[config.mk]
export PLATFORM = sky130hd
export DESIGN_NAME = dma_write_seq
export DESIGN_NICKNAME = d
export VERILOG_FILES = /design/src/design/dma_write_pkg.sv /design/src/design/pair_buffer.sv /design/src/design/dma_write_seq.sv
export SDC_FILE = /design/constraint.sdc
export NUM_CORES = 1
export LEC_CHECK = 0
export BUFFER_PORTS_ARGS = -buffer_cell sky130_fd_sc_hd__buf_2
export CORE_MARGIN = 2
export CORE_UTILIZATION = 40
export DETAILED_ROUTE_END_ITERATION = 10
export PLACE_DENSITY = 0.61
export SLEW_MARGIN = 25
export SYNTH_ARGS = -nofsm -noshare
export SYNTH_HDL_FRONTEND = slang
export SYNTH_SLANG_ARGS = --single-unit
[constraint.sdc]
create_clock -name clk -period 3.04 [get_ports clk]
set_input_delay 0.608 -clock clk [delete_from_list [all_inputs] [get_ports clk]]
set_output_delay 0.608 -clock clk [all_outputs]
set_load 0.03 [all_outputs]
[src/design/dma_write_pkg.sv]
// Operation
// - quiet completion: enter, clear issue, signature, power
// - setup frame: enter, flag, status, interrupt, activate
// - fetch command, then transmit it
// - disk prefetch: descriptors, data, then wait
// - packet prefetch: bytes, descriptors, data, wait
// - pio setup, then send packet bytes
// - activate: accept, then send one data frame
// - repeat activate and send until count met
// - accept register frame, branch on interrupt bit
// - last command and enabled: request low power
// - irq completion: enter, clear, flag, status, interrupt, signature
package dma_write_pkg;
  localparam int unsigned DATA_W     = 32;
  localparam int unsigned COUNT_W    = 24;
  localparam int unsigned SIG_W      = 32;
  localparam int unsigned FIS_WORDS  = 2048;
  localparam int unsigned FRAME_W    = 12;
  localparam logic [COUNT_W-1:0] CNT_ZERO = 24'h00_0000;
  localparam logic [COUNT_W-1:0] CNT_ONE  = 24'h00_0001;
  localparam logic [SIG_W-1:0]   SIG_RST  = 32'h0000_0000;

  typedef enum logic [1:0] {
    FIS_DMA_ACTIVATE,
    FIS_PIO_SETUP,
    FIS_D2H_REG,
    FIS_DMA_SETUP
  } fis_kind_t;

  typedef enum logic [2:0] {
    STEP_NONE,
    STEP_FETCH,
    STEP_TRANSMIT,
    STEP_PF_PACKET,
    STEP_PF_DESC,
    STEP_PF_DATA,
    STEP_PACKET_SEND
  } step_t;

  typedef struct packed {
    logic                 region_descriptor;
    logic                 packet;
    logic                 queued;
    logic                 write;
    logic                 prefetch;
    logic [COUNT_W-1:0]   word_count;
  } cmd_t;

  typedef struct packed {
    fis_kind_t            kind;
    logic                 irq_bit;
    logic [SIG_W-1:0]     signature;
  } rx_fis_t;

  typedef enum logic [4:0] {
    ST_IDLE, ST_FETCH, ST_TRANSMIT, ST_PF_PACKET, ST_PF_DESC, ST_PF_DATA,
    ST_WAIT, ST_ACCEPT, ST_PROGRAMMED_IO_ENTRY, ST_PKT_ENTRY, ST_PROGRAMMED_IO_UPDATE, ST_SEND,
    ST_REG_ENTRY, ST_CLEAR_ISSUE, ST_SET_INTR, ST_SET_STATUS, ST_GEN_INTR,
    ST_SIG_UPDATE, ST_AGGRESSIVE_LOW_POWER_STEP, ST_DS_ENTRY, ST_DS_SET_INTR, ST_DS_SET_STATUS,
    ST_DS_GEN_INTR, ST_DS_AUTO
  } seq_state_t;
endpackage : dma_write_pkg

[src/design/pair_buffer.sv]
module pair_buffer #(
  parameter int unsigned WIDTH = 32
) (
  // clock and reset
  input  wire logic             clk,
  input  wire logic             reset,
  // fill side
  input  wire logic             in_valid,
  output      logic             in_ready,
  input  wire logic [WIDTH-1:0] in_data,
  // drain side
  output      logic             out_valid,
  input  wire logic             out_ready,
  output      logic [WIDTH-1:0] out_data,
  // flush between commands
  input  wire logic             flush
);
  logic [WIDTH-1:0] head_q, head_d, tail_q, tail_d;
  logic [1:0]       fill_q, fill_d;
  logic             push, pop;

  assign in_ready  = (fill_q != 2'h2);
  assign out_valid = (fill_q != 2'h0);
  assign out_data  = head_q;
  assign push      = in_valid && in_ready;
  assign pop       = out_valid && out_ready;

  always_comb begin
    head_d = head_q;
    tail_d = tail_q;
    fill_d = fill_q;
    if (flush) begin
      fill_d = 2'h0;
    end else begin
      // head always holds the oldest word
      if (pop) begin
        head_d = (fill_q == 2'h2) ? tail_q : in_data;
      end else if (push && fill_q == 2'h0) begin
        head_d = in_data;
      end
      if (push && (fill_q == 2'h2 || (fill_q == 2'h1 && !pop))) begin
        tail_d = in_data;
      end
      fill_d = fill_q + {1'b0, push} - {1'b0, pop};
    end
  end

  always_ff @(posedge clk) begin
    if (reset) begin
      head_q <= '0;
      tail_q <= '0;
      fill_q <= 2'h0;
    end else begin
      head_q <= head_d;
      tail_q <= tail_d;
      fill_q <= fill_d;
    end
  end
endmodule : pair_buffer

[src/design/dma_write_seq.sv]
module dma_write_seq
  import dma_write_pkg::*;
#(
  parameter int unsigned MAX_FIS_WORDS = dma_write_pkg::FIS_WORDS
) (
  // clock and reset
  input  wire logic                              clk,
  input  wire logic                              reset,
  // command issue
  input  wire logic                              cmd_valid,
  output      logic                              cmd_ready,
  input  wire dma_write_pkg::cmd_t               cmd,
  output      logic                              issue_clear,
  // configuration
  input  wire logic                              last_cmd,
  input  wire logic                              aggr_pm_en,
  input  wire logic                              slumber_sel,
  // outside steps
  output      dma_write_pkg::step_t              step_req,
  input  wire logic                              step_ack,
  // received frames
  input  wire logic                              rx_valid,
  output      logic                              rx_ready,
  input  wire dma_write_pkg::rx_fis_t            rx_fis,
  // memory read data
  input  wire logic                              mem_valid,
  output      logic                              mem_ready,
  input  wire logic [dma_write_pkg::DATA_W-1:0]  mem_data,
  // link transmit data
  output      logic                              tx_valid,
  input  wire logic                              tx_ready,
  output      logic [dma_write_pkg::DATA_W-1:0]  tx_data,
  output      logic                              tx_last,
  // status and interrupt
  input  wire logic                              status_clear,
  output      logic                              intr_cond_q,
  output      logic                              irq_status_q,
  output      logic                              irq_pulse,
  output      logic [dma_write_pkg::SIG_W-1:0]   signature_q,
  output      logic                              auto_activation,
  output      logic                              pm_partial_req,
  output      logic                              pm_slumber_req,
  output      logic                              busy
);
  import dma_write_pkg::*;

  localparam logic [COUNT_W-1:0] FIS_MAX = COUNT_W'(MAX_FIS_WORDS);

  seq_state_t         state_q, state_d;
  cmd_t               cmd_q, cmd_d;
  rx_fis_t            fis_q, fis_d;
  logic [COUNT_W-1:0] remain_q, remain_d;
  logic [COUNT_W-1:0] pull_q, pull_d;
  logic [COUNT_W-1:0] frame_q, frame_d;
  logic               pkt_done_q, pkt_done_d;
  logic               intr_d, status_d;
  logic [SIG_W-1:0]   sig_d;
  logic               buf_in_ready, buf_out_valid;

  // data words pass a two-entry buffer so a link stall loses nothing
  pair_buffer #(.WIDTH(DATA_W)) data_buf (
    .clk       (clk),
    .reset     (reset),
    .in_valid  (mem_valid && mem_ready),
    .in_ready  (buf_in_ready),
    .in_data   (mem_data),
    .out_valid (buf_out_valid),
    .out_ready (tx_ready && state_q == ST_SEND),
    .out_data  (tx_data),
    .flush     (state_q == ST_IDLE)
  );

  assign cmd_ready = (state_q == ST_IDLE);
  assign rx_ready  = (state_q == ST_WAIT);
  assign busy      = (state_q != ST_IDLE);
  assign mem_ready = (state_q == ST_SEND) && buf_in_ready && (pull_q != CNT_ZERO);
  assign tx_valid  = (state_q == ST_SEND) && buf_out_valid;
  assign tx_last   = (frame_q == CNT_ONE);

  always_comb begin
    step_req = STEP_NONE;
    case (state_q)
      ST_FETCH:      step_req = STEP_FETCH;
      ST_TRANSMIT:   step_req = STEP_TRANSMIT;
      ST_PF_PACKET:  step_req = STEP_PF_PACKET;
      ST_PF_DESC:    step_req = STEP_PF_DESC;
      ST_PF_DATA:    step_req = STEP_PF_DATA;
      ST_PROGRAMMED_IO_UPDATE: step_req = STEP_PACKET_SEND;
      default:       step_req = STEP_NONE;
    endcase
  end

  assign issue_clear     = (state_q == ST_CLEAR_ISSUE);
  assign irq_pulse       = (state_q == ST_GEN_INTR) || (state_q == ST_DS_GEN_INTR);
  assign auto_activation = (state_q == ST_DS_AUTO);
  assign pm_partial_req  = (state_q == ST_AGGRESSIVE_LOW_POWER_STEP) && last_cmd && aggr_pm_en && !slumber_sel;
  assign pm_slumber_req  = (state_q == ST_AGGRESSIVE_LOW_POWER_STEP) && last_cmd && aggr_pm_en && slumber_sel;

  //////////////////////////////////////////////////////////////////////////////
  // sequencer
  always_comb begin
    state_d    = state_q;
    cmd_d      = cmd_q;
    fis_d      = fis_q;
    remain_d   = remain_q;
    pull_d     = pull_q;
    frame_d    = frame_q;
    pkt_done_d = pkt_done_q;
    case (state_q)
      ST_IDLE: begin
        if (cmd_valid) begin
          cmd_d      = cmd;
          remain_d   = cmd.word_count;
          pkt_done_d = 1'b0;
          state_d    = ST_FETCH;
        end
      end
      ST_FETCH: begin
        if (step_ack) begin
          state_d = ST_TRANSMIT;
        end
      end
      ST_TRANSMIT: begin
        if (step_ack) begin
          if (!cmd_q.prefetch) begin
            state_d = ST_WAIT;
          end else if (cmd_q.packet) begin
            state_d = ST_PF_PACKET;
          end else begin
            state_d = ST_PF_DESC;
          end
        end
      end
      ST_PF_PACKET: begin
        if (step_ack) begin
          state_d = ST_PF_DESC;
        end
      end
      ST_PF_DESC: begin
        if (step_ack) begin
          state_d = ST_PF_DATA;
        end
      end
      ST_PF_DATA: begin
        if (step_ack) begin
          state_d = ST_WAIT;
        end
      end
      ST_WAIT: begin
        if (rx_valid) begin
          fis_d   = rx_fis;
          state_d = ST_ACCEPT;
        end
      end
      ST_ACCEPT: begin
        case (fis_q.kind)
          FIS_PIO_SETUP: begin
            state_d = (cmd_q.packet && !pkt_done_q) ? ST_PROGRAMMED_IO_ENTRY : ST_WAIT;
          end
          FIS_DMA_ACTIVATE: begin
            pull_d  = (remain_q > FIS_MAX) ? FIS_MAX : remain_q;
            frame_d = (remain_q > FIS_MAX) ? FIS_MAX : remain_q;
            state_d = (remain_q == CNT_ZERO) ? ST_WAIT : ST_SEND;
          end
          FIS_D2H_REG:   state_d = ST_REG_ENTRY;
          default:       state_d = ST_DS_ENTRY;
        endcase
      end
      ST_PROGRAMMED_IO_ENTRY:  state_d = ST_PKT_ENTRY;
      ST_PKT_ENTRY:  state_d = ST_PROGRAMMED_IO_UPDATE;
      ST_PROGRAMMED_IO_UPDATE: begin
        if (step_ack) begin
          pkt_done_d = 1'b1;
          state_d    = ST_WAIT;
        end
      end
      ST_SEND: begin
        if (mem_ready && mem_valid) begin
          pull_d = pull_q - CNT_ONE;
        end
        if (tx_valid && tx_ready) begin
          frame_d  = frame_q - CNT_ONE;
          remain_d = remain_q - CNT_ONE;
          if (frame_q == CNT_ONE) begin
            state_d = ST_WAIT;
          end
        end
      end
      ST_REG_ENTRY:   state_d = ST_CLEAR_ISSUE;
      ST_CLEAR_ISSUE: state_d = fis_q.irq_bit ? ST_SET_INTR : ST_SIG_UPDATE;
      ST_SET_INTR:    state_d = ST_SET_STATUS;
      ST_SET_STATUS:  state_d = ST_GEN_INTR;
      ST_GEN_INTR:    state_d = ST_SIG_UPDATE;
      ST_SIG_UPDATE:  state_d = ST_AGGRESSIVE_LOW_POWER_STEP;
      ST_AGGRESSIVE_LOW_POWER_STEP:     state_d = ST_IDLE;
      ST_DS_ENTRY:      state_d = ST_DS_SET_INTR;
      ST_DS_SET_INTR:   state_d = ST_DS_SET_STATUS;
      ST_DS_SET_STATUS: state_d = ST_DS_GEN_INTR;
      ST_DS_GEN_INTR:   state_d = ST_DS_AUTO;
      ST_DS_AUTO:       state_d = ST_WAIT;
      default:          state_d = ST_IDLE;
    endcase
  end

  always_ff @(posedge clk) begin
    if (reset) begin
      state_q    <= ST_IDLE;
      cmd_q      <= '0;
      fis_q      <= '0;
      remain_q   <= CNT_ZERO;
      pull_q     <= CNT_ZERO;
      frame_q    <= CNT_ZERO;
      pkt_done_q <= 1'b0;
    end else begin
      state_q    <= state_d;
      cmd_q      <= cmd_d;
      fis_q      <= fis_d;
      remain_q   <= remain_d;
      pull_q     <= pull_d;
      frame_q    <= frame_d;
      pkt_done_q <= pkt_done_d;
    end
  end

  //////////////////////////////////////////////////////////////////////////////
  // sticky interrupt flags and signature; set wins over clear
  always_comb begin
    intr_d   = intr_cond_q;
    status_d = irq_status_q;
    sig_d    = signature_q;
    if (status_clear) begin
      intr_d   = 1'b0;
      status_d = 1'b0;
    end
    if (state_q == ST_SET_INTR || state_q == ST_DS_SET_INTR) begin
      intr_d = 1'b1;
    end
    if (state_q == ST_SET_STATUS || state_q == ST_DS_SET_STATUS) begin
      status_d = 1'b1;
    end
    if (state_q == ST_SIG_UPDATE) begin
      sig_d = fis_q.signature;
    end
  end

  always_ff @(posedge clk) begin
    if (reset) begin
      intr_cond_q  <= 1'b0;
      irq_status_q <= 1'b0;
      signature_q  <= SIG_RST;
    end else begin
      intr_cond_q  <= intr_d;
      irq_status_q <= status_d;
      signature_q  <= sig_d;
    end
  end
endmodule : dma_write_seq

## Word level (Yosys, flattened, before mapping)

Index checks and enable logic that the tools add are counted.

- Add/sub/neg operators: 5
- $mul: 0
- Divide/modulo/power cells: 0
- Order comparisons: 1
- Eq/ne operators: 41
- Shift operators: 0
- Multiplexer cells: 35
- Bitwise gates (word level): 1
- Reduce and logical (&&, ||, !) cells: 47

Operators with widths:

| cell | count |
|---|---|
| two-way mux 24 bit | 6 |
| one-hot mux 24 bit (2 select lines) | 3 |
| one-hot mux 5 bit (22 select lines) | 1 |
| two-way mux 32 bit | 3 |
| subtractor 24 x 1 -> 24 bit (second input constant) | 3 |
| two-way mux 5 bit | 10 |
| equality test 5 x 4 -> 1 bit (second input constant) | 8 |
| equality test 5 bit (second input constant) | 8 |
| equality test 24 x 1 -> 1 bit (second input constant) | 1 |
| greater-than comparator 24 x 12 -> 1 bit (second input constant) | 1 |
| logical NOT 24 bit | 1 |
| nonzero test 24 bit | 1 |
| equality test 5 x 3 -> 1 bit (second input constant) | 4 |
| inequality test 2 bit (second input constant) | 10 |
| one-hot mux 3 bit (6 select lines) | 1 |
| logical AND 1 bit | 16 |
| one-hot mux 5 bit (3 select lines) | 1 |
| nonzero test 2 bit | 7 |
| AND reduction 3 bit | 4 |
| equality test 5 x 2 -> 1 bit (second input constant) | 2 |
| AND reduction 9 bit | 1 |
| two-way mux 4 bit | 2 |
| AND reduction 2 bit | 4 |
| two-way mux 3 bit | 2 |
| 15 further kinds | 30 |

- Register bits: 215
- Bits in latches: 0
- RAM bits: 0
- ROM bits: 0
- Input bits: 107
- Output and inout port bits: 80
- Word-level logic and storage cells: 146
- Memories kept: 0

## Logic depth before layout (Yosys ltp)

- Word-level depth: 8
- Mapped depth: 13
- Depth with buffers taken out: 10

## Hierarchy

From an unflattened synthesis, not the netlist that was laid out.

- Cells, all modules: 1,373
- Area total of the unflattened synthesis: 10,578.9 µm²

By module, submodules not included:

| module | times used | cells an instance | area each (µm²) | sequential area each (µm²) |
|---|---|---|---|---|
| dma_write_seq | 1 | 1,020 | 7,452.1 | 2,982.9 |
| pair_buffer | 1 | 353 | 3,126.7 | 1,321.3 |

## Least setup slack after synthesis

No wires, ideal clock.

- Path kind: register -> output
- Start: reg state_q[0]
- End: out step_req[1]
- Arrival time: 2,253 ps
- Data required time: 2,432 ps
- Setup slack: 179 ps
- Stages on the path, launching flop included: 4
- Buffers on the path: 2
- Cells stage by stage: dfxtp_1 > clkbuf_1 > clkbuf_1 > a2111oi_0

- Word-level cells in the longest chain between the ends: 2
- Elaborated cells between the ends (all ways): 7
- Those cells by class: eq/ne: 6; mux: 1

Ends and longest elaborated chain:

| item | line | RTL |
|---|---|---|
| start: declaration | dma_write_seq.sv:49 | `seq_state_t state_q, state_d;` |
| start signal: assignment | dma_write_seq.sv:215 | `state_q <= state_d;` |
| equality test 5 x 4 -> 1 bit, or another cell as far along | dma_write_seq.sv:82 | `case (state_q)` |
| one-hot mux 3 bit (6 select lines) (*) | dma_write_seq.sv:82 |  |
| end: declaration | dma_write_seq.sv:19 | `output dma_write_pkg::step_t step_req,` |

Mark *: on every way between the ends. The rest lies on a longest branch, timed or not.

## Worst setup path in the final report

- Start: reg pull_q[16]
- End: out mem_ready

- Word-level cells in the longest chain between the ends: 2

Ends and longest elaborated chain:

| item | line | RTL |
|---|---|---|
| start: declaration | dma_write_seq.sv:53 | `logic [COUNT_W-1:0] pull_q, pull_d;` |
| start signal: assignment | dma_write_seq.sv:219 | `pull_q <= pull_d;` |
| nonzero test 24 bit | dma_write_seq.sv:76 | `assign mem_ready = (state_q == ST_SEND) && buf_in_ready && (pull_q != CNT_ZERO);` |
| logical AND 1 bit | dma_write_seq.sv:76 |  |
| end: declaration | dma_write_seq.sv:27 | `output logic mem_ready,` |

Every way passes these cells.

==> summary by stage <==
Run status
The run finished with clean final reports.

Timing
The final total negative setup slack is 0 ns. Timing would allow up to between 300 and 400 MHz. The transition time at the pin with the least slew margin is between 0.7 and 0.8 ns. The final cycle utilization of the critical path is a little over nine tenths. Setup repair after global routing left no endpoint under its margin. The number of pins with negative max-slew slack in the final report came to 0.

Subtracting the final worst setup slack from the clock period gives 2.93 ns. In this run the tightest slew margin relative to its limit is around 51%. The final setup skew is 0.00895 ns. The hold violation total from the final report is 0. Setup violations remaining at the end of the flow were counted as 0.

Setup path
The worst setup path startpoint is pull_q[16]. The kind of capture point of the worst setup path is an output port. The most critical setup path has its endpoint at mem_ready. For this run, the slowest stage of the critical path takes approximately 0.60 ns. The critical path runs through a total of 6 cells. Of all nets on the critical path, the largest fanout is 8.

At the worst endpoint, the required time is 2.43 ns. Traced cell by cell, the critical path runs through or4_4 -> nor4_4 -> nand4_4 -> nand2_1 -> nor2_1 -> buf_2. The category of the most critical setup path is flip-flop to output port.

Together, buffers and inverters on the worst path number 1. For the worst setup path, the data arrival time is roughly 2.3 ns. The destination of the worst register-to-register timing path is remain_q[23].

The critical register-to-register path startpoint is state_q[3]. The sort of element at the start of the critical path is a flip-flop. The worst-path cell with the longest stage delay is sky130_fd_sc_hd__or4_4. The worst setup slack for register-to-register paths is ~0.4 ns. The gate family responsible for the most delay along the worst path is simple AND/OR/NAND/NOR gates. The worst register-to-register path has a depth of 10.

Yosys
In the synthesized netlist the async set-or-reset flop fraction comes to 0%. For this run, the number of Yosys warnings is 0. Each instance of the synthesized netlist takes up on average around 7.7 um^2. The net count of the mapped netlist is between 1000 and 1500.

In the synthesized netlist the dominant register cell turns out to be sky130_fd_sc_hd__dfxtp_1. The count of mapped cells out of synthesis is 1308. The count of cell types in the netlist is 69. The number of enable-type register cells in the synthesized netlist is 0. The share of the yosys chip area belonging to registers is a little over two fifths. The netlist area before placement is around 10000 um^2. Synthesis inferred between 200 and 250 register bits.

Power
Dividing total power by cell area gives a power density of roughly 650 nW/um^2. For this design the static power due to leakage is 4.95 nW. VDD sags by at most about 0.00038 V.

Finish
0 antenna diodes ended up in the layout. The area growth from synthesis to layout is 21.5%. The sequential cell area is 4310 um^2. The count of fill cells added during filler insertion is ~2500. The post-route netlist has about a fifth of its cells at a drive strength greater than 1. The layout net count is 1578. The final cell count without fillers is between 1500 and 2000. The multi-input combinational cells in the finished layout cover a total of between 5000 and 6000 um^2.

Routing
Across all layers, the routed design uses ~9700 vias. The number of detailed-routing iterations run before antenna repair is 5. The first-iteration detailed-routing DRC count is 836. The detailed-route wire length per cell is 15.2 um. The post-detailed-route count of antenna-violating nets is 0. Using the TritonRoute via totals, the vias-per-cell ratio works out to ~5.4. The final layout contains routed wiring with a total length of between 20000 and 30000 um.

After detailed routing, the number of remaining DRC violations is 0.

Die
The y dimension of the die is 163 um. The starting density of the core is between 40% and 50%. The width of the die is 163 um.

The die outline area is 26500 um^2. The initialized floorplan defines 58 standard-cell rows. During I/O placement, the number of pins put on the boundary was ~190. The core region is ~25000 um^2.

Clock network
TritonCTS built the clock tree. CTS built an H-tree with a depth of 1. The buffer cell driving the clock tree root is sky130_fd_sc_hd__clkbuf_16. The clock latency of the later-clocked register in the worst-skew pair is 0.53 ns. The clock transition at the registers of the reported paths is around 0.060 ns. The buffer levels on the longest clock path is 3. The TritonCTS sink count is about 220. TritonCTS created 25 clock buffers.

The hold-fix buffer count after cts is 0.

Hold path
The min-delay analysis places its worst path in the category input pin to flip-flop.

Global routing
The initial antenna violation count is 0. The via count of the first global-routing pass was between 8000 and 9000. The global-route wire length before repair is ~44000 um.

The overall routing resource usage is around a fifth. The aggregate global routing overflow is 0. Entering global routing, the biggest net connects roughly 80 pins.

Flow run
The tool flagged a number of max-cap violations equal to 0.

Place
Input and output buffers added on the ports amount to approximately 180. Once placement completed, the tool counted placed cells totaling approximately 1800. The routability congestion estimate is 0.847.

The half-perimeter wire length after detailed placement is 17700 um.
state kept, by name (all words and copies together), names as in the netlist, 5 cells and up:
| name | cells |
|---|---|
| state_q | 5 |
| pull_q | 24 |
| signature_q | 32 |
| remain_q | 24 |
| frame_q | 24 |
| fis_q | 35 |
| data_buf.tail_q | 32 |
| data_buf.out_data | 32 |
cell families (layout without fill, tap and decap cells):
family                     Yosys count  after routing  share of synthesized area [%]
and+or+nand+nor                    556            556                           25.4
muxes                               33             33                           3.28
adders and majority gates            7              7                          0.870
xor gates and xnor gates             6              6                          0.522
buffers and inverters              120            294                           4.80
DFF                                215            215                           42.7
AOI/OAI and AO/OA                  371            371                           22.4
layer usage:
| layer | track usage [%] | wire, um |
|---|---|---|
| met1 | 28.3 | 13000 |
| met2 | 31.9 | 12300 |
| met3 | 3.62 | 1760 |
| met4 | 4.75 | 508 |
| met5 | 0 | 0 |
worst min-delay path by stage:
stage                     cells after the start         endpoint         from  slack (ns)
after floorplan                               2      frame_q[12]  frame_q[12]        0.43
after global placement                        2  signature_q[28]    fis_q[28]        0.44
after detailed placement                      2  signature_q[28]    fis_q[28]        0.44
after CTS                                     3        fis_q[29]   rx_fis[29]        0.29
after global routing                          3        fis_q[19]   rx_fis[19]        0.31
final                                         3        fis_q[24]   rx_fis[24]        0.31
layout by cell type (no fill, tap or decap), drive strengths merged, types with 16 or more instances in the layout:
master | Yosys | routed
buf | 25 | 222
inv | 27 | 28
nor2 | 118 | 118
a211oi | 39 | 39
nand2 | 265 | 265
dfxtp | 215 | 215
a21oi | 164 | 164
clkbuf | 68 | 35
mux2i | 33 | 33
nor3 | 46 | 46
a31oi | 17 | 17
nor2b | 16 | 16
o21ai | 64 | 64
nor4 | 18 | 18
nand3 | 23 | 23
synthesized netlist by cell type (all sizes together) (9+ instances only):
cell type,n,area (um^2)
dfxtp,215,4300
nor3,46,258
or3,14,92.6
buf,25,126
nand2,265,997
clkbuf,68,255
or2,10,62.6
a31oi,17,106
nor4,18,134
inv,27,101
o21ai,64,324
nor2b,16,100
o22ai,10,62.6
a211oi,39,293
nand3,23,120
mux2i,33,330
and3,11,68.8
nor2,118,443
nand4,9,71.3
a21oi,164,828
a22oi,10,75.1
layout make-up:
class / count / area share, %
clock buffers: 35 / 6.16
clock inverters: 10 / 0.992
inverters: 27 / 0.828
multi-input cells: 973 / 43.4
flip-flops and latches: 215 / 35.2
well taps: 330 / 3.37
repair buffers: 222 / 10.0
worst min-delay path: cells and delay by family:
| family | cells | cell delay (ns) |
|---|---|---|
| buffers and inverters | 1 | 0.09 |
| AOI/OAI and AO/OA | 1 | 0.05 |
| and+or+nand+nor | 1 | 0.04 |
metrics by stage:
| stage | util, % | power, mW | hold WS (ns) | worst slack [ns] | area [um^2] |
|---|---|---|---|---|---|
| 2_1_floorplan | - | 4.24 | 0.432 | 0.179 | 10100 |
| 3_3_place_gp | 45.4 | 4.79 | 0.438 | 0.384 | 11300 |
| 3_5_place_dp | 45.4 | 4.80 | 0.443 | 0.302 | 11300 |
| 4_1_cts | 49.0 | 7.99 | 0.285 | 0.0104 | 12200 |
| 5_1_grt | 49.0 | 8.30 | 0.306 | 0.0165 | 12200 |
| 6_report | 49.0 | 7.92 | 0.305 | 0.111 | 12200 |
power breakdown:
group	switching [mW]	leakage (nW)	internal, mW
Combinational	1.08	2.78	0.611
Sequential	0.150	1.74	2.93
Clock	1.25	0.436	1.90
what timing repair did:
action | 4_1_cts | 5_1_grt
cloned | 0 | 0
gates resized for setup | 1 | 1
endpoints found under the hold margin | 0 | 0
pin swaps | 2 | 0
buffers inserted | 2 | 0
endpoints found under the setup margin | 1 | 2
No activity file was read; power rests on OpenSTA's default activity.
